==> config.mk <==
export PLATFORM = sky130hd
export DESIGN_NAME = fpc_ctrl
export DESIGN_NICKNAME = d
export VERILOG_FILES = /design/src/fpc_pkg.sv /design/src/fpc_sync2.sv /design/src/fpc_ramp.sv /design/src/fpc_ctrl.sv
export SDC_FILE = /design/constraint.sdc
export NUM_CORES = 1
export LEC_CHECK = 0
export ABC_AREA = 1
export BUFFER_PORTS_ARGS = -buffer_cell sky130_fd_sc_hd__buf_4
export CORE_MARGIN = 2
export CORE_UTILIZATION = 45
export CTS_BUF_LIST = sky130_fd_sc_hd__clkbuf_4 sky130_fd_sc_hd__clkbuf_8 sky130_fd_sc_hd__clkbuf_16
export CTS_CLUSTER_DIAMETER = 100
export DETAILED_ROUTE_END_ITERATION = 8
export SETUP_SLACK_MARGIN = 0.05
export SYNTH_ARGS = -nofsm -noshare
export SYNTH_HDL_FRONTEND = slang
export SYNTH_HIERARCHICAL = 1
export SYNTH_SLANG_ARGS = --single-unit
==> constraint.sdc <==
create_clock -name i_sys_clk -period 6.91 [get_ports i_sys_clk]
set_input_delay 0.3455 -clock i_sys_clk [delete_from_list [all_inputs] [get_ports i_sys_clk]]
set_output_delay 0.3455 -clock i_sys_clk [all_outputs]
set_load 0.05 [all_outputs]
==> src/fpc_pkg.sv <==
package fpc_pkg;
	localparam int          FW_W      = 18;
	localparam int          NWORDS    = 4;
	localparam int          OFS_W     = 10;
	// register offsets on the serial configuration port
	localparam logic [4:0]  A_FCA     = 5'h00;
	localparam logic [4:0]  A_FW_LO   = 5'h01;
	localparam logic [4:0]  A_FW_HI   = 5'h08;
	localparam logic [4:0]  A_FSK     = 5'h09;
	localparam logic [4:0]  A_AMPLITUDE_SETTING_ZERO   = 5'h0a;
	localparam logic [4:0]  A_AMPLITUDE_SETTING_ONE   = 5'h0b;
	localparam logic [4:0]  A_ACON2   = 5'h0c;
	localparam logic [4:0]  A_MODULATION_RAMP_CONTROL   = 5'h0d;
	localparam logic [4:0]  A_TRANSMITTER_CONTROL   = 5'h0e;
	// transmitter_control fields
	localparam int          TX_PLL    = 0;
	localparam int          TX_XR     = 1;
	localparam int          TX_PAM    = 2;
	localparam int          TX_BAND   = 4;
	localparam int          TX_XDIV   = 5;
	localparam int          TX_CKDIS  = 6;
	localparam int          TX_PD     = 7;
	// amplitude register fields, ramp register mask and register reset value
	localparam int          AC_ASK    = 7;
	localparam int          A2_BROWNOUT_ENABLE   = 5;
	localparam int          A2_ADAPTIVE_REGULATOR_ENABLE  = 6;
	localparam logic [7:0]  MR_MASK   = 8'h7f;
	localparam logic [7:0]  REG_RST   = 8'h00;
	// 1/16384 of f_ref equals two synthesizer steps of f_ref/32768
	localparam int          DEV_SCALE = 2;
	typedef enum logic {ST_IDLE, ST_TX} fpc_tx_t;
endpackage : fpc_pkg

==> src/fpc_sync2.sv <==
module fpc_sync2
	import fpc_pkg::*;
(
	input  wire logic i_sys_clk,
	input  wire logic i_rst_n,
	input  wire logic i_d,
	output logic      o_q
);
	typedef struct packed {
		logic s1;
		logic s2;
	} fpc_sync_st_t;

	fpc_sync_st_t r;
	fpc_sync_st_t n;

	always_comb begin
		n    = r;
		n.s1 = i_d;
		n.s2 = r.s1;
	end

	always_ff @(posedge i_sys_clk or negedge i_rst_n) begin
		if (!i_rst_n) begin
			r <= '0;
		end else begin
			r <= n;
		end
	end

	assign o_q = r.s2;
endmodule : fpc_sync2

==> src/fpc_ramp.sv <==
module fpc_ramp
	import fpc_pkg::*;
(
	input  wire logic                    i_sys_clk,
	input  wire logic                    i_rst_n,
	input  wire logic                    i_run,
	input  wire logic                    i_data,
	input  wire logic [7:0]              i_dev,
	input  wire logic [6:0]              i_rmp,
	input  wire logic                    i_band,
	output logic signed [OFS_W-1:0]      o_offset
);
	typedef struct packed {
		logic signed [OFS_W-1:0] ofs;
		logic [7:0]              cnt;
	} fpc_ramp_st_t;

	fpc_ramp_st_t            r;
	fpc_ramp_st_t            n;
	logic signed [OFS_W-1:0] tgt;
	logic [7:0]              ivl;

	// low band doubles the interval: the ramp time scales with (2 - band)
	assign ivl = i_band ? {1'b0, i_rmp} : {i_rmp, 1'b0};
	assign tgt = i_data ? $signed({1'b0, i_dev, 1'b0}) : -$signed({1'b0, i_dev, 1'b0});

	always_comb begin
		n = r;
		if (!i_run) begin
			n.ofs = '0;
			n.cnt = '0;
		end else if (i_rmp == 7'h00) begin
			n.ofs = tgt;
			n.cnt = '0;
		end else if (r.ofs == tgt) begin
			n.cnt = '0;
		end else if (r.cnt + 8'h01 >= ivl) begin
			n.cnt = '0;
			// steps of two land exactly on the even target
			n.ofs = (r.ofs < tgt) ? r.ofs + OFS_W'(DEV_SCALE)
				: r.ofs - OFS_W'(DEV_SCALE);
		end else begin
			n.cnt = r.cnt + 8'h01;
		end
	end

	always_ff @(posedge i_sys_clk or negedge i_rst_n) begin
		if (!i_rst_n) begin
			r <= '0;
		end else begin
			r <= n;
		end
	end

	assign o_offset = r.ofs;
endmodule : fpc_ramp

==> src/fpc_ctrl.sv <==
module fpc_ctrl
	import fpc_pkg::*;
(
	input  wire logic               i_sys_clk,
	input  wire logic               i_rst_n,
	input  wire logic               i_reg_wr,
	input  wire logic [4:0]         i_reg_addr,
	input  wire logic [7:0]         i_reg_wdata,
	output logic [7:0]              o_reg_rdata,
	input  wire logic               i_cmd_valid,
	input  wire logic               i_cmd_start,
	input  wire logic               i_cmd_d,
	input  wire logic               i_cmd_e,
	input  wire logic               i_cmd_f,
	input  wire logic               i_tx_data,
	input  wire logic               i_supply_low,
	output logic                    o_pa_enable,
	output logic                    o_synth_enable,
	output logic                    o_power_down,
	output logic                    o_clock_output_disable,
	output logic                    o_ref_div2,
	output logic                    o_pa_at_vco,
	output logic [1:0]              o_amplifier_power_mode,
	output logic                    o_osc_regulated,
	output logic                    o_regulator_adaptive,
	output logic                    o_fsk_mode,
	output logic [3:0]              o_amp_level,
	output logic [FW_W-1:0]         o_freq_word,
	output logic signed [OFS_W-1:0] o_fsk_offset
);
	typedef struct packed {
		fpc_tx_t               st;
		logic [7:0]            fca;
		logic [NWORDS-1:0][7:0] fch;
		logic [NWORDS-1:0][7:0] fcl;
		logic [7:0]            fsk;
		logic [7:0]            amplitude_setting_zero;
		logic [7:0]            amplitude_setting_one;
		logic [7:0]            acon2;
		logic [7:0]            modulation_ramp_control;
		logic [7:0]            transmitter_control;
		logic                  sel_d;
		logic [1:0]            sel_ef;
		logic                  osc_unreg;
		logic [7:0]            rdata;
	} fpc_ctrl_st_t;

	fpc_ctrl_st_t r;
	fpc_ctrl_st_t n;
	logic         rst_n;
	logic         low_s;
	logic         tx_on;
	logic         bo;
	logic         ask_sel;

	// word index of a frequency byte address; odd addresses hold high bytes
	function automatic logic [1:0] fw_slot(input logic [4:0] a);
		logic [4:0] t;
		t = a - A_FW_LO;
		return t[2:1];
	endfunction : fw_slot

	function automatic logic is_fw(input logic [4:0] a);
		return a >= A_FW_LO && a <= A_FW_HI;
	endfunction : is_fw

	function automatic logic [FW_W-1:0] fword(input fpc_ctrl_st_t s,
			input logic [1:0] k);
		logic [7:0] top;
		top = s.fca >> {k, 1'b0};
		return {top[1:0], s.fch[k], s.fcl[k]};
	endfunction : fword

	fpc_sync2 u_rst_sync (
		.i_sys_clk (i_sys_clk),
		.i_rst_n   (i_rst_n),
		.i_d       (1'b1),
		.o_q       (rst_n)
	);

	// the comparator is asynchronous to the reference clock
	fpc_sync2 u_low_sync (
		.i_sys_clk (i_sys_clk),
		.i_rst_n   (rst_n),
		.i_d       (i_supply_low),
		.o_q       (low_s)
	);

	assign tx_on = r.st == ST_TX;
	// regulator mode plays no part: both modes are protected alike
	assign bo = tx_on && r.acon2[A2_BROWNOUT_ENABLE] && low_s;
	assign ask_sel = r.sel_d ? r.amplitude_setting_one[AC_ASK] : r.amplitude_setting_zero[AC_ASK];

	always_comb begin
		n = r;
		if (i_reg_wr) begin
			if (is_fw(i_reg_addr)) begin
				if (i_reg_addr[0]) begin
					n.fch[fw_slot(i_reg_addr)] = i_reg_wdata;
				end else begin
					n.fcl[fw_slot(i_reg_addr)] = i_reg_wdata;
				end
			end
			case (i_reg_addr)
				A_FCA: begin
					n.fca = i_reg_wdata;
				end
				A_FSK: begin
					n.fsk = i_reg_wdata;
				end
				A_AMPLITUDE_SETTING_ZERO: begin
					n.amplitude_setting_zero = i_reg_wdata;
				end
				A_AMPLITUDE_SETTING_ONE: begin
					n.amplitude_setting_one = i_reg_wdata;
				end
				A_ACON2: begin
					n.acon2 = i_reg_wdata;
				end
				A_MODULATION_RAMP_CONTROL: begin
					n.modulation_ramp_control = i_reg_wdata & MR_MASK;
				end
				A_TRANSMITTER_CONTROL: begin
					n.transmitter_control = i_reg_wdata;
					n.osc_unreg = 1'b0;
				end
				default: begin
				end
			endcase
		end
		if (i_cmd_valid) begin
			if (i_cmd_start) begin
				n.st = ST_TX;
				n.sel_d = i_cmd_d;
				n.sel_ef = {i_cmd_f, i_cmd_e};
			end else begin
				n.st = ST_IDLE;
			end
		end
		// a power fail overrides a same-cycle start and a same-cycle write of the PLL bit
		if (bo) begin
			n.st = ST_IDLE;
			n.transmitter_control[TX_PLL] = 1'b0;
			// enables in acon2 are left untouched so software sees them
			if (r.transmitter_control[TX_XR] && r.acon2[A2_ADAPTIVE_REGULATOR_ENABLE]) begin
				n.osc_unreg = 1'b1;
			end
		end
		case (i_reg_addr)
			A_FCA: begin
				n.rdata = r.fca;
			end
			A_FSK: begin
				n.rdata = r.fsk;
			end
			A_AMPLITUDE_SETTING_ZERO: begin
				n.rdata = r.amplitude_setting_zero;
			end
			A_AMPLITUDE_SETTING_ONE: begin
				n.rdata = r.amplitude_setting_one;
			end
			A_ACON2: begin
				n.rdata = r.acon2;
			end
			A_MODULATION_RAMP_CONTROL: begin
				n.rdata = r.modulation_ramp_control;
			end
			A_TRANSMITTER_CONTROL: begin
				n.rdata = r.transmitter_control;
			end
			default: begin
				if (is_fw(i_reg_addr)) begin
					n.rdata = i_reg_addr[0] ? r.fch[fw_slot(i_reg_addr)]
						: r.fcl[fw_slot(i_reg_addr)];
				end else begin
					n.rdata = 8'h00;
				end
			end
		endcase
	end

	always_ff @(posedge i_sys_clk or negedge rst_n) begin
		if (!rst_n) begin
			r <= '{st: ST_IDLE, fca: REG_RST, fch: '0, fcl: '0, fsk: REG_RST,
				amplitude_setting_zero: REG_RST, amplitude_setting_one: REG_RST, acon2: REG_RST, modulation_ramp_control: REG_RST,
				transmitter_control: REG_RST, sel_d: 1'b0, sel_ef: 2'b00, osc_unreg: 1'b0,
				rdata: 8'h00};
		end else begin
			r <= n;
		end
	end

	fpc_ramp u_ramp (
		.i_sys_clk (i_sys_clk),
		.i_rst_n   (rst_n),
		.i_run     (o_fsk_mode),
		.i_data    (i_tx_data),
		.i_dev     (r.fsk),
		.i_rmp     (r.modulation_ramp_control[6:0]),
		.i_band    (r.transmitter_control[TX_BAND]),
		.o_offset  (o_fsk_offset)
	);

	assign o_reg_rdata            = r.rdata;
	assign o_pa_enable            = tx_on;
	assign o_synth_enable         = r.transmitter_control[TX_PLL];
	assign o_power_down           = r.transmitter_control[TX_PD];
	assign o_clock_output_disable = r.transmitter_control[TX_CKDIS];
	assign o_ref_div2             = r.transmitter_control[TX_XDIV];
	assign o_pa_at_vco            = r.transmitter_control[TX_BAND];
	assign o_amplifier_power_mode = r.transmitter_control[TX_PAM+1:TX_PAM];
	// fixed mode leaves the oscillator supply where software put it
	assign o_osc_regulated        = r.transmitter_control[TX_XR] & ~r.osc_unreg;
	assign o_regulator_adaptive   = r.acon2[A2_ADAPTIVE_REGULATOR_ENABLE];
	assign o_fsk_mode             = tx_on && !ask_sel;
	assign o_amp_level            = r.sel_d ? r.amplitude_setting_one[3:0] : r.amplitude_setting_zero[3:0];
	// word feeds the analogue synthesizer: f = ref*((w+0.5)/32768+65)
	assign o_freq_word            = fword(r, r.sel_ef);
endmodule : fpc_ctrl

# [Word-level counts from Yosys, hierarchy flattened]
# Cells that the tools add are included.
[word_totals] regBits=154 latchBits=0 ram_bits=0 mem_bits_ro=0 out_inout_bits=51 wordCells=112 mem_count=0
[classes] n_addsub=5 multipliers=0 div_mod_pow=0 magnitude_cmp=7 n_eq_ne=9 shift=1 n_mux=36 n_bitwise=3 n_reduce_logical=24
[ops] cell="8-bit 2-to-1 mux" count=10
[ops] cell="8-bit binary-select mux with 2-bit select" count=4
[ops] cell="32-bit bitwise mux" count=2
[ops] cell="8-bit one-hot mux with 7 select lines" count=1
[ops] cell="10-bit 2-to-1 mux" count=4
[ops] cell="18-bit 2-to-1 mux" count=2
[ops] cell="5-bit by 4-bit == test with 1-bit output (second input constant)" count=6
[ops] cell="2-bit AND reduction" count=10
[ops] cell="8-bit demux with 2-bit select" count=1
[ops] cell="1-bit 2-to-1 mux" count=11
[ops] cell="10-bit by 3-bit adder with 10-bit output (second input constant)" count=1
[ops] cell="10-bit == test" count=1
[ops] cell="10-bit < comparator" count=1
[ops] cell="9-bit negation with 10-bit output" count=1
[ops] cell="10-bit by 3-bit subtractor with 10-bit output (second input constant)" count=1
[ops] cell="8-bit by 1-bit adder with 8-bit output (second input constant)" count=1
[ops] cell="8-bit greater-or-equal comparator" count=1
[ops] cell="8-bit by 3-bit >> shifter with 2-bit output" count=1
[ops] cell="7-bit zero test" count=1
[ops] cell="1-bit logical AND" count=6
[ops] cell="2-bit by 3-bit < comparator with 1-bit output (second input constant)" count=2
[ops] cell="3-bit inequality test (second input constant)" count=2
[ops] cell="3-bit AND reduction" count=2
[ops] cell="2-bit nonzero test" count=3
[ops] cell="9 further kinds" count=10

# [Depth between registers and ports, before layout]
[depth] depth_word=8 ltp_mapped=31 depth_no_buf=31

# [Hierarchy]
# Netlist, hierarchy kept.
[modules_own_cells] module="fpc_ctrl" n_inst=1 cells_each=1001 area_per_inst_um2=7288.2
[modules_own_cells] module="fpc_ramp" n_inst=1 cells_each=308 area_per_inst_um2=2021.9
[modules_own_cells] module="fpc_sync2" n_inst=2 cells_each=2 area_per_inst_um2=50.0

# [Worst setup path before layout]
# Ideal clock, no wire load.
[synth_timing] kind="flip-flop to flip-flop" from="register r (netlist bit o_pa_enable)" to="register u_ramp.r (netlist bit u_ramp/o_offset[6])" setup_ns=0.117 t_arrival_ns=3.085 slack_ns=3.709 stages_incl_launch_ff=10 cell_sequence="dfrtp_1 > inv_1 > a211oi_1 > inv_1 > o21ai_1 > inv_1 > nand2_1 > a21oi_1 > nand2_1 > nand2_1"
[synth_via] elab_chain_len=3
[synth_rtl] element="start, declared" line="fpc_ctrl.sv:48" source="fpc_ctrl_st_t r;"
[synth_rtl] element="start signal, assigned" line="fpc_ctrl.sv:184" source="r <= '{st: ST_IDLE, fca: REG_RST, fch: '0, fcl: '0, fsk: REG_RST,"
[synth_rtl] element="start signal, assigned" line="fpc_ctrl.sv:189" source="r <= n;"
[synth_rtl] element="1-bit logical AND *" line="fpc_ctrl.sv:215" source="assign o_fsk_mode = tx_on && !ask_sel;"
[synth_rtl] element="net o_fsk_mode" line="fpc_ctrl.sv:26" source="output logic o_fsk_mode,"
[synth_rtl] element="3-bit inequality test (no source line)"
[synth_rtl] element="2-bit AND reduction (no source line)"
[synth_rtl] element="end signal, assigned" line="fpc_ramp.sv:51" source="r <= n;"
[synth_rtl] element="end, declared" line="fpc_ramp.sv:18" source="fpc_ramp_st_t r;"
# The timed path passes the listed nets; every way through them passes the cells marked *.
# A chain may end at the register's enable or synchronous reset.

# [Final worst setup path]
[layout_timing] from="register r[52] in the netlist's numbering" to="register u_ramp.r (netlist bit u_ramp/o_offset[9])"
[layout_via] elab_chain_len=8
[layout_rtl] element="9-bit negation with 10-bit output" line="fpc_ramp.sv:25" source="assign tgt = i_data ? $signed({1'b0, i_dev, 1'b0}) : -$signed({1'b0, i_dev, 1'b0});"
[layout_rtl] element="10-bit 2-to-1 mux *" line="fpc_ramp.sv:25"
[layout_rtl] element="10-bit < comparator" line="fpc_ramp.sv:40" source="n.ofs = (r.ofs < tgt) ? r.ofs + OFS_W'(DEV_SCALE)"
[layout_rtl] element="10-bit 2-to-1 mux" line="fpc_ramp.sv:40"
[layout_rtl] element="10-bit 2-to-1 mux" line="fpc_ramp.sv:37" source="end else if (r.cnt + 8'h01 >= ivl) begin"
[layout_rtl] element="10-bit 2-to-1 mux" line="fpc_ramp.sv:35" source="end else if (r.ofs == tgt) begin"
[layout_rtl] element="18-bit 2-to-1 mux" line="fpc_ramp.sv:32" source="end else if (i_rmp == 7'h00) begin"
[layout_rtl] element="18-bit 2-to-1 mux" line="fpc_ramp.sv:29" source="if (!i_run) begin"
# Every way passes the cells marked *; elsewhere a longest branch is shown, timed or not. The select of a mux whose other input is x is not followed.

==> impl_metrics.py <==
metrics = {
    "status": {
        "outcome": "complete, no violations",
    },
    "flow_run": {
        "drv_cap": 0,
    },
    "worst_setup_path": {
        "start_kind": "flop",
        "crit_path_end_kind": "flop",
        "cp.arrival_ns": 3.87,
        "cpPeakStageDelay_ns": 0.45,
        "cp_top_family": "simple AND/OR/NAND/NOR gates",
        "crit_fanout": 10,
        "cp_common_cell": "nand2_1",
        "required_ns": 7.24,
        "crit_slowest_cell": "dfrtp_1",
        "crit_type": "flop to flop",
        "critPathBufInv": 6,
    },
    "synth": {
        "synth_edf_count": 0,
        "syn-num-nets": 1362,
        "async_flop_share": 1.00,
        "yosysWarningCount": 6,
        "syn_inst": 1313,
        "avgSynthCellArea_um2": 7.17,
        "synth_seq_cells": 153,
        "ys_seq_area_frac": 0.407,
        "synthDistinctLibCells": 44,
        "syn_area_mm2": 0.00941,
        "synth_ff_type": "dfrtp_1",
    },
    "clock_tree": {
        "post_cts_buffers": 0,
        "cts_tree": "done",
        "cts_max_path_buffers": 2,
        "hold_buffers": 1,
        "htree_levels": 4,
        "cts_resized": 0,
        "cts_buffers": 17,
        "clock_latency_ns": 0.43,
        "numClockSinks": 153,
        "root_buffer": "clkbuf_16",
        "clkTransAtPathRegs_ns": 0.06,
    },
    "cells_and_area": {
        "multi_input_area_mm2": 0.00470,
        "final_area_mm2": 0.0106,
        "drive_gt1_frac": 0.122,
        "area_delta_synth_final_pct": 12.2,
        "antenna_cells": 0,
        "ff_latch_area_mm2": 0.00383,
        "fin_nets": 1388,
        "n_fill_cell": 2035,
        "fin_cells": 1622,
    },
    "sta": {
        "fmax_mhz": 283,
        "finalHoldViolations": 0,
        "worst_slack_ns": 3.37,
        "finalSetupTns_ns": 0,
        "slew_violations": 0,
        "worstMarginPinSlew_ns": 0.971,
        "fin_skew_ns": 0.0153,
        "finalSetupViolCount": 0,
        "max-slew-margin-rel": 0.352,
        "min_period_over_period": 0.512,
        "rsz0062_at_grt": "no",
        "period_minus_slack_ns": 3.54,
    },
    "routing": {
        "drtPass1Iterations": 5,
        "wl_per_cell_um": 17.1,
        "drc": 0,
        "num_vias": 8540,
        "ant_nets": 0,
        "first_iter_violations": 725,
        "wirelength_mm": 27.8,
        "vias_per_cell": 5.27,
    },
    "worst_hold_path": {
        "min-delay-path-class": "input pin to flop",
    },
    "power": {
        "leakage_nw": 5.57,
        "powerDensity_mw_per_mm2": 359,
        "ir_drop_mv": 0.198,
    },
    "grt": {
        "grt_pass1_vias": 7881,
        "grt_pass1_wl_mm": 44.2,
        "grt.overflow.total": 0,
        "grt_use_total": 0.258,
        "antenna_found_initial": 0,
        "grt_max_degree": 61,
    },
    "floorplanning": {
        "rows": 52,
        "initial_core_util": 0.462,
        "die_area_mm2": 0.0221,
        "die_x_um": 149,
        "core_mm2": 0.0204,
        "ios": 74,
        "die_y_um": 149,
    },
    "place": {
        "io_buffers": 72,
        "gp_congestion": 0.860,
        "dpl_cell_area_mm2": 0.00988,
        "dp.cells": 1589,
        "hpwl_mm": 19.0,
        "pre_cts_slack_ns": 3.39,
    },
}
synth_stat cells (3+ instances only):
library cell,count,share of area
xnor2_1,3,0.0028
dfrtp_1,153,0.41
o21ai_1,5,0.0027
inv_1,108,0.043
o21ai_0,99,0.053
o21ai_2,6,0.0056
nand3_1,115,0.061
a21oi_1,42,0.022
ha_1,26,0.035
nor2_8,4,0.0085
buf_2,8,0.0043
xor2_1,11,0.010
nand2_4,5,0.0060
nor2_4,7,0.0084
nand2_2,17,0.011
nand4_1,8,0.0053
buf_4,33,0.026
o22ai_1,14,0.0093
nand2_1,477,0.19
nor2_1,102,0.041
buf_6,6,0.0072
clkbuf_1,24,0.0096
o21bai_1,7,0.0056
inv_2,6,0.0024
flip-flops by register name, summed over array words and instances, names as in the netlist, 2 cells and up:
name,count
u_ramp/r,8
r,115
o_amplifier_power_mode,2
o_reg_rdata,8
u_ramp/o_offset,9
area by class of cell:
cell class              count  area share
clock inverters            13      0.0205
flip-flops and latches    153       0.363
well taps                 270      0.0320
clock buffers              19      0.0423
inverters                 116      0.0412
multi-input cells         973       0.445
repair buffers             78      0.0557
final timing paths:
check | cells after the start | start | slack [ns] | to
max | 29 | r[52] | 3.37 | u_ramp/o_offset[9]
min | 1 | i_supply_low | 0.01 | u_low_sync/n[0]
max reg2reg | 29 | r[52] | 3.37 | u_ramp/o_offset[9]
min reg2reg | 0 | u_rst_sync/n[0] | 0.35 | u_rst_sync/o_q
max in group asynchronous | 1 | u_rst_sync/o_q | 5.35 | r[10]
min in group asynchronous | 2 | i_rst_n | 0.23 | u_rst_sync/n[0]
report_power, final:
part / internal (mW) / leakage [nW] / switching, mW
logic: 0.476 / 3.28 / 0.961
registers: 1.08 / 1.98 / 0.202
clock network: 0.659 / 0.314 / 0.410
stage by stage:
stage	util	total power, mW	hold slack [ns]
6_report	0.518	3.79	0.0144
3_5_place_dp	0.485	2.73	0.130
5_1_grt	0.518	4.04	0.00844
2_1_floorplan	-	2.40	0.0499
4_1_cts	0.518	3.80	0.00959
3_3_place_gp	0.485	2.71	0.129
kinds of logic (layout without fill, tap and decap cells):
group / after synthesis / after routing / share of synthesized area
xor gates and xnor gates: 14 / 14 / 0.0130
other: 2 / 2 / 0.000798
DFF: 153 / 153 / 0.407
adders and majority gates: 26 / 26 / 0.0346
AOI/OAI and AO/OA: 181 / 181 / 0.106
muxes: 3 / 3 / 0.00346
buffers and inverters: 187 / 226 / 0.0936
and+or+nand+nor: 747 / 747 / 0.342
metal layers:
metal,global-route usage,vias up,share of wire
met3,0.0322,25,0.055
met1,0.393,4023,0.49
met4,0.0581,0,0.011
li1,-,4218,-
met5,0,-,0
met2,0.392,274,0.44
placed cells by master (no fill, tap or decap), drive strengths merged:
cell type / Yosys / layout
nor3: 2 / 2
o41ai: 2 / 2
bufinv: 0 / 5
conb: 2 / 2
ha: 26 / 26
nor2: 114 / 114
a211oi: 1 / 1
nor3b: 1 / 1
buf: 47 / 77
o31ai: 1 / 1
o211ai: 1 / 1
or2: 2 / 2
inv: 114 / 116
dlygate4sd3: 0 / 1
mux2i: 1 / 1
nand3: 117 / 117
a31oi: 1 / 1
clkbuf: 24 / 19
nand4: 9 / 9
xnor2: 3 / 3
clkinv: 2 / 5
mux2: 2 / 2
nor4: 1 / 1
xor2: 11 / 11
clkinvlp: 0 / 3
nand3b: 2 / 2
o22ai: 14 / 14
o21ai: 110 / 110
a21oi: 43 / 43
o21bai: 8 / 8
dfrtp: 153 / 153
nand2: 499 / 499
Note: power is estimated with default switching activity, not from simulation.
